==> config.mk <==
export PLATFORM = sky130hd
export DESIGN_NAME = jsa_exec
export DESIGN_NICKNAME = d
export VERILOG_FILES = /design/src/verilog/jsa_pkg.sv /design/src/verilog/jsa_tag_file.sv /design/src/verilog/jsa_exec.sv
export SDC_FILE = /design/constraint.sdc
export NUM_CORES = 1
export LEC_CHECK = 0
export ABC_AREA = 1
export BUFFER_PORTS_ARGS = -buffer_cell sky130_fd_sc_hd__buf_4
export CAP_MARGIN = 20
export CORE_MARGIN = 2
export CORE_UTILIZATION = 45
export DETAILED_ROUTE_END_ITERATION = 12
export PLACE_DENSITY = 0.67
export SYNTH_ARGS = -nofsm -noshare
export SYNTH_HDL_FRONTEND = slang
export SYNTH_HIERARCHICAL = 1
export SYNTH_SLANG_ARGS = --single-unit
==> constraint.sdc <==
create_clock -name clk_sys_i -period 5 [get_ports clk_sys_i]
set_clock_uncertainty 0.15 [all_clocks]
set_input_delay 0.5 -clock clk_sys_i [delete_from_list [all_inputs] [get_ports clk_sys_i]]
set_output_delay 0.5 -clock clk_sys_i [all_outputs]
set_load 0.05 [all_outputs]
==> src/verilog/jsa_pkg.sv <==
// Purpose: shared constants and types for the jump/shift/add executor
// Assumes: 8-bit words, 12-bit addresses, 125 MHz clock
// Notes: opcode values are given in hex
`default_nettype none
package jsa_pkg;
  localparam int unsigned CLK_NS = 8;
  localparam int unsigned T_SHORT_NS = 4000;
  localparam int unsigned T_JUMP_NS = 8000;
  localparam int unsigned T_MEM_NS = 12000;
  localparam int unsigned T_IND_NS = 16000;
  localparam logic [11:0] CYC_SHORT = 12'((T_SHORT_NS + CLK_NS - 1) / CLK_NS);
  localparam logic [11:0] CYC_JUMP = 12'((T_JUMP_NS + CLK_NS - 1) / CLK_NS);
  localparam logic [11:0] CYC_MEM = 12'((T_MEM_NS + CLK_NS - 1) / CLK_NS);
  localparam logic [11:0] CYC_IND = 12'((T_IND_NS + CLK_NS - 1) / CLK_NS);
  localparam logic [11:0] PC_RESET = 12'h000;
  localparam logic [7:0] ACC_RESET = 8'h00;
  localparam logic [3:0] TAG_RESET = 4'h0;
  localparam int unsigned TAG_HI = 7;
  localparam int unsigned TAG_LO = 6;
  localparam int unsigned OP_HI = 5;
  localparam int unsigned SIGN_BIT = 7;
  localparam logic [5:0] OP_SHIFT_LEFT = 6'h01;
  localparam logic [5:0] OP_ADD_IMMEDIATE = 6'h18;
  localparam logic [5:0] OP_ADD_DIRECT = 6'h19;
  localparam logic [5:0] OP_ADD_INDIRECT = 6'h1A;
  localparam logic [5:0] OP_SUBTRACT_IMMEDIATE = 6'h1C;
  localparam logic [5:0] OP_JUMP_IF_ZERO = 6'h30;
  localparam logic [5:0] OP_JUMP_IF_NONZERO = 6'h31;
  localparam logic [5:0] OP_JUMP_IF_POSITIVE = 6'h32;
  localparam logic [5:0] OP_JUMP_IF_NEGATIVE = 6'h33;
  localparam logic [5:0] OP_JUMP_ALWAYS = 6'h34;
  typedef struct packed {
    logic rd;
    logic [11:0] addr;
  } jsa_mem_req_t;
  typedef enum logic [2:0] {
    ST_FETCH1 = 3'b000,
    ST_FETCH2 = 3'b001,
    ST_POINTER = 3'b011,
    ST_OPERAND = 3'b010,
    ST_WAIT = 3'b110
  } jsa_state_t;
endpackage : jsa_pkg
`default_nettype wire

==> src/verilog/jsa_tag_file.sv <==
// Purpose: four-entry tag register store, entry 0 reads as zero
// Assumes: tags written by other instruction logic through the load port
// Notes: read data registered
`timescale 1ns/10ps
`default_nettype none
module jsa_tag_file (
  input wire logic clk_sys_i,
  input wire logic rst_i,
  input wire logic wr_i,
  input wire logic [1:0] wr_sel_i,
  input wire logic [3:0] wr_data_i,
  input wire logic [1:0] rd_sel_i,
  output logic [3:0] rd_data_o
);
  import jsa_pkg::*;
  logic [3:0] tag_reg [1:3];
  genvar g;
  generate
    for (g = 1; g < 4; g++) begin : g_tag
      always_ff @(posedge clk_sys_i) begin
        if (rst_i) begin
          tag_reg[g] <= TAG_RESET;
        end else if (wr_i && wr_sel_i == 2'(g)) begin
          tag_reg[g] <= wr_data_i;
        end
      end
    end
  endgenerate
  always_ff @(posedge clk_sys_i) begin
    if (rst_i || rd_sel_i == 2'h0) begin
      rd_data_o <= TAG_RESET;
    end else begin
      rd_data_o <= tag_reg[rd_sel_i];
    end
  end
endmodule // jsa_tag_file
`default_nettype wire

==> src/verilog/jsa_exec.sv <==
// Purpose: executes jumps, end-around shift, add and subtract immediate
// Assumes: memory answers a read with data in the same cycle the request stands
// Notes: every instruction occupies its documented time in cycles
`timescale 1ns/10ps
`default_nettype none
// Functional notes
// [RULE1] zero jump branches on accumulator plus zero
// [RULE2] all-ones minus zero does not branch
// [RULE3] target is tag high, second word low
// [RULE4] untaken conditional jump resumes at P+2
// [RULE5] nonzero jump branches unless accumulator plus zero
// [RULE6] positive jump branches when bit 7 clear
// [RULE7] negative jump branches when bit 7 set
// [RULE8] unconditional jump always loads target
// [RULE9] tag select zero gives zero upper bits
// [RULE10] conditional jump four or eight microseconds
// [RULE11] shift rotates left once, four microseconds
// [RULE12] add immediate adds second word, P+2
// [RULE13] add direct reads formed address, twelve microseconds
// [RULE14] add indirect through low pointer, sixteen microseconds
// [RULE15] subtract immediate takes second word, P+2
// [RULE16] accumulator eight bits, tags four bits
// [RULE17] ones complement with end-around carry
// [RULE18] bits 7:6 tag select, 5:0 opcode
module jsa_exec (
  input wire logic clk_sys_i,
  input wire logic rst_i,
  input wire logic [7:0] mem_rdata_i,
  input wire logic tag_wr_i,
  input wire logic [1:0] tag_wr_sel_i,
  input wire logic [3:0] tag_wr_data_i,
  output jsa_pkg::jsa_mem_req_t mem_req_o,
  output logic [7:0] acc_o,
  output logic [11:0] pc_o,
  output logic done_o,
  output logic illegal_o
);
  import jsa_pkg::*;

  function automatic logic [7:0] oc_add(input logic [7:0] a, input logic [7:0] b);
    logic [8:0] s;
    logic [8:0] t;
    s = {1'b0, a} + {1'b0, b};
    t = {1'b0, s[7:0]} + {8'h00, s[8]};
    return t[7:0]; // [RULE17]
  endfunction

  function automatic logic is_cond_jump(input logic [5:0] op);
    return op == OP_JUMP_IF_ZERO || op == OP_JUMP_IF_NONZERO ||
           op == OP_JUMP_IF_POSITIVE || op == OP_JUMP_IF_NEGATIVE;
  endfunction

  jsa_state_t state_reg;
  logic [7:0] acc_reg;
  logic [11:0] pc_reg;
  logic [5:0] op_reg;
  logic [1:0] tag_sel_reg;
  logic [7:0] word2_reg;
  logic [11:0] cnt_reg;
  logic [11:0] budget_reg;
  logic [11:0] pc_next;
  logic [3:0] tag_val;
  logic [11:0] target;
  logic taken;
  logic rd_reg;
  logic [11:0] addr_reg;
  logic done_reg;
  logic illegal_reg;
  logic [1:0] tag_rd_sel;

  jsa_tag_file u_tags (
    .clk_sys_i(clk_sys_i),
    .rst_i(rst_i),
    .wr_i(tag_wr_i),
    .wr_sel_i(tag_wr_sel_i),
    .wr_data_i(tag_wr_data_i),
    .rd_sel_i(tag_rd_sel),
    .rd_data_o(tag_val)
  );

  // look ahead at word one so the tag is ready for the second word
  assign tag_rd_sel = (state_reg == ST_FETCH1) ? mem_rdata_i[TAG_HI:TAG_LO] : tag_sel_reg;
  assign target = {tag_val, word2_reg}; // [RULE3] [RULE9] [RULE16]

  always_comb begin
    unique case (op_reg)
      OP_JUMP_IF_ZERO: taken = (acc_reg == 8'h00); // [RULE1] [RULE2]
      OP_JUMP_IF_NONZERO: taken = (acc_reg != 8'h00); // [RULE5]
      OP_JUMP_IF_POSITIVE: taken = !acc_reg[SIGN_BIT]; // [RULE6]
      OP_JUMP_IF_NEGATIVE: taken = acc_reg[SIGN_BIT]; // [RULE7]
      OP_JUMP_ALWAYS: taken = 1'b1; // [RULE8]
      default: taken = 1'b0;
    endcase
  end

  // state sequence and timing
  always_ff @(posedge clk_sys_i) begin
    if (rst_i) begin
      state_reg <= ST_FETCH1;
      cnt_reg <= 12'h000;
      budget_reg <= CYC_SHORT;
    end else begin
      cnt_reg <= (state_reg == ST_FETCH1) ? 12'h001 : cnt_reg + 12'h001;
      unique case (state_reg)
        ST_FETCH1: begin
          if (mem_rdata_i[OP_HI:0] == OP_SHIFT_LEFT) begin
            state_reg <= ST_WAIT;
            budget_reg <= CYC_SHORT; // [RULE11]
          end else begin
            state_reg <= ST_FETCH2;
          end
        end
        ST_FETCH2: begin
          if (op_reg == OP_ADD_INDIRECT) begin
            state_reg <= ST_POINTER;
            budget_reg <= CYC_IND; // [RULE14]
          end else if (op_reg == OP_ADD_DIRECT) begin
            state_reg <= ST_OPERAND;
            budget_reg <= CYC_MEM; // [RULE13]
          end else begin
            state_reg <= ST_WAIT;
            budget_reg <= CYC_SHORT;
          end
        end
        ST_POINTER: state_reg <= ST_OPERAND;
        ST_OPERAND: state_reg <= ST_WAIT;
        ST_WAIT: begin
          if ((is_cond_jump(op_reg) || op_reg == OP_JUMP_ALWAYS) && taken &&
              budget_reg == CYC_SHORT) begin
            budget_reg <= CYC_JUMP; // [RULE10]
          end else if (cnt_reg + 12'h001 >= budget_reg) begin
            state_reg <= ST_FETCH1;
          end
        end
        default: state_reg <= ST_FETCH1;
      endcase
    end
  end

  // instruction word capture
  always_ff @(posedge clk_sys_i) begin
    if (rst_i) begin
      op_reg <= 6'h00;
      tag_sel_reg <= 2'h0;
      word2_reg <= 8'h00;
    end else if (state_reg == ST_FETCH1) begin
      op_reg <= mem_rdata_i[OP_HI:0]; // [RULE18]
      tag_sel_reg <= mem_rdata_i[TAG_HI:TAG_LO];
    end else if (state_reg == ST_FETCH2) begin
      word2_reg <= mem_rdata_i;
    end else if (state_reg == ST_POINTER) begin
      word2_reg <= mem_rdata_i; // [RULE14]
    end
  end

  // accumulator
  always_ff @(posedge clk_sys_i) begin
    if (rst_i) begin
      acc_reg <= ACC_RESET;
    end else if (state_reg == ST_FETCH1 && mem_rdata_i[OP_HI:0] == OP_SHIFT_LEFT) begin
      acc_reg <= {acc_reg[6:0], acc_reg[SIGN_BIT]}; // [RULE11]
    end else if (state_reg == ST_FETCH2 && op_reg == OP_ADD_IMMEDIATE) begin
      acc_reg <= oc_add(acc_reg, mem_rdata_i); // [RULE12]
    end else if (state_reg == ST_FETCH2 && op_reg == OP_SUBTRACT_IMMEDIATE) begin
      acc_reg <= oc_add(acc_reg, ~mem_rdata_i); // [RULE15] [RULE17]
    end else if (state_reg == ST_OPERAND) begin
      acc_reg <= oc_add(acc_reg, mem_rdata_i); // [RULE13]
    end
  end

  // program counter
  always_comb begin
    pc_next = pc_reg;
    if (state_reg == ST_FETCH1 || state_reg == ST_FETCH2) begin
      pc_next = pc_reg + 12'h001; // [RULE4]
    end else if (state_reg == ST_WAIT && taken && budget_reg == CYC_SHORT) begin
      pc_next = target; // [RULE8]
    end
  end

  always_ff @(posedge clk_sys_i) begin
    if (rst_i) begin
      pc_reg <= PC_RESET;
    end else begin
      pc_reg <= pc_next;
    end
  end

  // memory request
  always_ff @(posedge clk_sys_i) begin
    if (rst_i) begin
      rd_reg <= 1'b1;
      addr_reg <= PC_RESET;
      done_reg <= 1'b0;
      illegal_reg <= 1'b0;
    end else begin
      done_reg <= 1'b0;
      rd_reg <= 1'b0;
      unique case (state_reg)
        ST_FETCH1: begin
          if (mem_rdata_i[OP_HI:0] != OP_SHIFT_LEFT) begin
            rd_reg <= 1'b1;
            addr_reg <= pc_next;
          end
        end
        ST_FETCH2: begin
          if (op_reg == OP_ADD_INDIRECT) begin
            rd_reg <= 1'b1;
            addr_reg <= {4'h0, mem_rdata_i}; // [RULE14]
          end else if (op_reg == OP_ADD_DIRECT) begin
            rd_reg <= 1'b1;
            addr_reg <= {tag_val, mem_rdata_i}; // [RULE13]
          end
        end
        ST_POINTER: begin
          rd_reg <= 1'b1;
          addr_reg <= {tag_val, mem_rdata_i}; // [RULE14]
        end
        ST_OPERAND: begin
        end
        ST_WAIT: begin
          if (!(taken && budget_reg == CYC_SHORT) && cnt_reg + 12'h001 >= budget_reg) begin
            rd_reg <= 1'b1;
            addr_reg <= pc_next;
            done_reg <= 1'b1;
            illegal_reg <= !(is_cond_jump(op_reg) || op_reg == OP_JUMP_ALWAYS ||
              op_reg == OP_SHIFT_LEFT || op_reg == OP_ADD_IMMEDIATE ||
              op_reg == OP_ADD_DIRECT || op_reg == OP_ADD_INDIRECT ||
              op_reg == OP_SUBTRACT_IMMEDIATE);
          end
        end
        default: begin
        end
      endcase
    end
  end

  assign mem_req_o = '{rd: rd_reg, addr: addr_reg};
  assign acc_o = acc_reg;
  assign pc_o = pc_reg;
  assign done_o = done_reg;
  assign illegal_o = illegal_reg;
endmodule // jsa_exec
`default_nettype wire

==> summary.txt <==
DP Worst Slack: 1.80 ns
hold buffer count at cts: 0
# diodes: 0
Max VDD drop: 246 µV
part of the cycle the worst path needs: 0.626
CTS tree: done
Area growth syn-to-layout: 13.5%
Global Route Usage Sum: 0.216
WS Path Type: reg2reg
clock tree root driver cell: clkbuf_16
via count: 5337
Max-cap violations: 0
layout cells sized above 1: 0.125
design area: 6440 µm²
DP Area: 6160 µm²
initial core utilization: 0.455
Async SR Flop Fraction: 0
Leak: 3.08 nW
Slew HR: 0.421
TritonCTS buffer count: 9
Final Max Tran Viols: 0
synthesized area: 5670 µm²
Critical Path AT: 3.19 ns
chip width: 116 µm
Die H: 116 µm
syn_nets: 897
Vias/cell: 5.01
Main synth FF type: dfxtp_1
Post-CTS Resized: 0
Port-buffer cells: 51
clk_lat worst skew: 0.34 ns
Worst EP required: 5.06 ns
Die ar.: 13500 µm²
CTS H-tree depth: 3
initial antenna violation count: 0
clock buffer depth: 2
TNS Setup: 0 ns
Max Freq: 320 MHz
Reg clk slew, reported paths: 0.06 ns
row cnt: 41
first-pass GRT wire length: 22900 µm
Antenna Nets Post-Route: 0
power per cell area: 607 nW/µm²
DPL Wire Length: 10700 µm
Syn Inst Count: 849
largest net degree at the start of global routing: 37
Final #Nets: 937
nature of the critical path startpoint: register
placer's final routability congestion estimate: 0.924
Routed Wire Length: 14100 µm
Synth Warn #: 6
area of the core: 12500 µm²
Post-synth EDFFs: 12
Ports: 52
crit path max fanout: 6
wire per inst: 13.2 µm
number of remaining DRC errors: 0
setup repair after global routing missed its margin: no
final hold violations: 0
Final setup viols: 0
Setup Fix Bufs, Post-CTS: 0
type of the worst min-delay path: in2reg
Slew @ Worst Pin: 0.868 ns
Yosys cell types: 44
1st-iter DRT viols: 443
min Tclk post-route: 3.13 ns
# clock sinks: 88
register bit count reported by yosys: 88
Avg Inst Size Synth: 6.68 µm²
vias in the first global route: 4847
Crit. End Element: register
drt first pass iters: 5
sequential fraction of the synthesis area: 0.332
status: finished clean
# fillers: 1275
final worst slack: 1.87 ns
GRT Residual Overflow: 0
[area by class of cell]
| class | instances | area (µm²) | share of cell area |
|---|---|---|---|
| multi-input combinational | 603 | 3170 | 0.492 |
| timing repair buffer | 51 | 383 | 0.0595 |
| sequential | 88 | 1880 | 0.292 |
| clock inverter | 4 | 47.5 | 0.00739 |
| clock buffer | 11 | 233 | 0.0362 |
| inverter | 136 | 510 | 0.0793 |
| tap | 172 | 215 | 0.0334 |
[worst max-delay path, cell delays in order (launching register included)]
cell	delay, ns
dfxtp_1	0.45
ha_1	0.26
inv_1	0.07
fa_1	0.37
inv_1	0.08
nand4_1	0.14
nand3_1	0.14
a21oi_1	0.07
o21bai_1	0.16
ha_1	0.20
ha_1	0.17
inv_1	0.04
nor2_1	0.12
nand2_1	0.10
nor2_1	0.15
nand2_1	0.06
nand3_1	0.06
nand3_1	0.07
nand3_1	0.08
a21oi_1	0.06
[cells in the mapped netlist (5+ instances only)]
master    instances  area [µm²]
nor2_1          110         413
xor2_1           10        87.6
clkbuf_1         10        37.5
dfxtp_1          76        1520
ha_1             29         363
inv_2            15        56.3
nand2_1         216         811
nor3_1           11        55.1
xnor2_1           7        61.3
buf_2             8        40.0
nor2_2            5        31.3
a21oi_1          41         205
o22ai_1           6        37.5
nand3_1          70         350
or2_2             6        37.5
nand4_1          25         156
edfxtp_1         12         360
inv_1           121         454
o21ai_0          24         120
[power breakdown]
part | switching (mW) | total (mW) | internal (mW)
clock network | 0.269 | 0.652 | 0.383
logic | 1.52 | 2.18 | 0.667
registers | 0.171 | 1.07 | 0.902
total | 1.96 | 3.91 | 1.95
[cell usage in the layout (no fill, tap or decap), types with 3 or more instances in the layout]
cell and n:
a31oi_1 4, nand4_2 3, edfxtp_1 12, o211ai_1 4
nor2_1 110, inv_1 121, nor2_4 4, or2_2 6
o21ai_0 24, xor2_1 10, o21bai_1 3, buf_4 51
dfxtp_1 76, nor2_2 5, nand3_1 70, ha_1 29
inv_2 15, nand4_1 25, a21oi_1 41, o22ai_1 6
nand2_1 216, xnor2_1 7, nor3_1 11, clkbuf_16 9
[layer usage]
metal / track usage / wire length (µm) / vias up / share of wire
met1: 0.280 / 6600 / 2404 / 0.47
met5: 0 / 0 / - / 0
li1: - / - / 2785 / -
met4: 0.0770 / 351 / 0 / 0.025
met3: 0.0451 / 670 / 24 / 0.048
met2: 0.358 / 6440 / 124 / 0.46
[cell families after synthesis]
family / after synthesis / synth area share
flip-flops: 88 / 0.332
AO/OA/AOI/OAI: 94 / 0.0977
AND/OR/NAND/NOR: 461 / 0.363
adder cells (fa/ha/maj): 31 / 0.0710
XOR/XNOR: 17 / 0.0262
buffers and inverters: 158 / 0.110
[metrics by stage]
stage               instances  hold slack [ns]  power (mW)   util
floorplan                 849            0.291        2.77      -
finish                   1065            0.299        3.91  0.516
CTS                      1065            0.291        3.92  0.516
global route             1065            0.322        4.24  0.516
detailed placement       1050            0.305        3.25  0.494
global placement         1050            0.301        3.25  0.494
[worst paths after layout]
check,startpoint,to,slack (ns),cells past startpoint
setup reg to reg,acc_o[0],acc_o[6],1.87,19
hold / removal,mem_rdata_i[3],op_reg[3],0.30,3
hold reg to reg,word2_reg[1],word2_reg[1],0.32,2
setup / recovery,acc_o[0],acc_o[6],1.87,19
(Power assumes the default switching activity.)
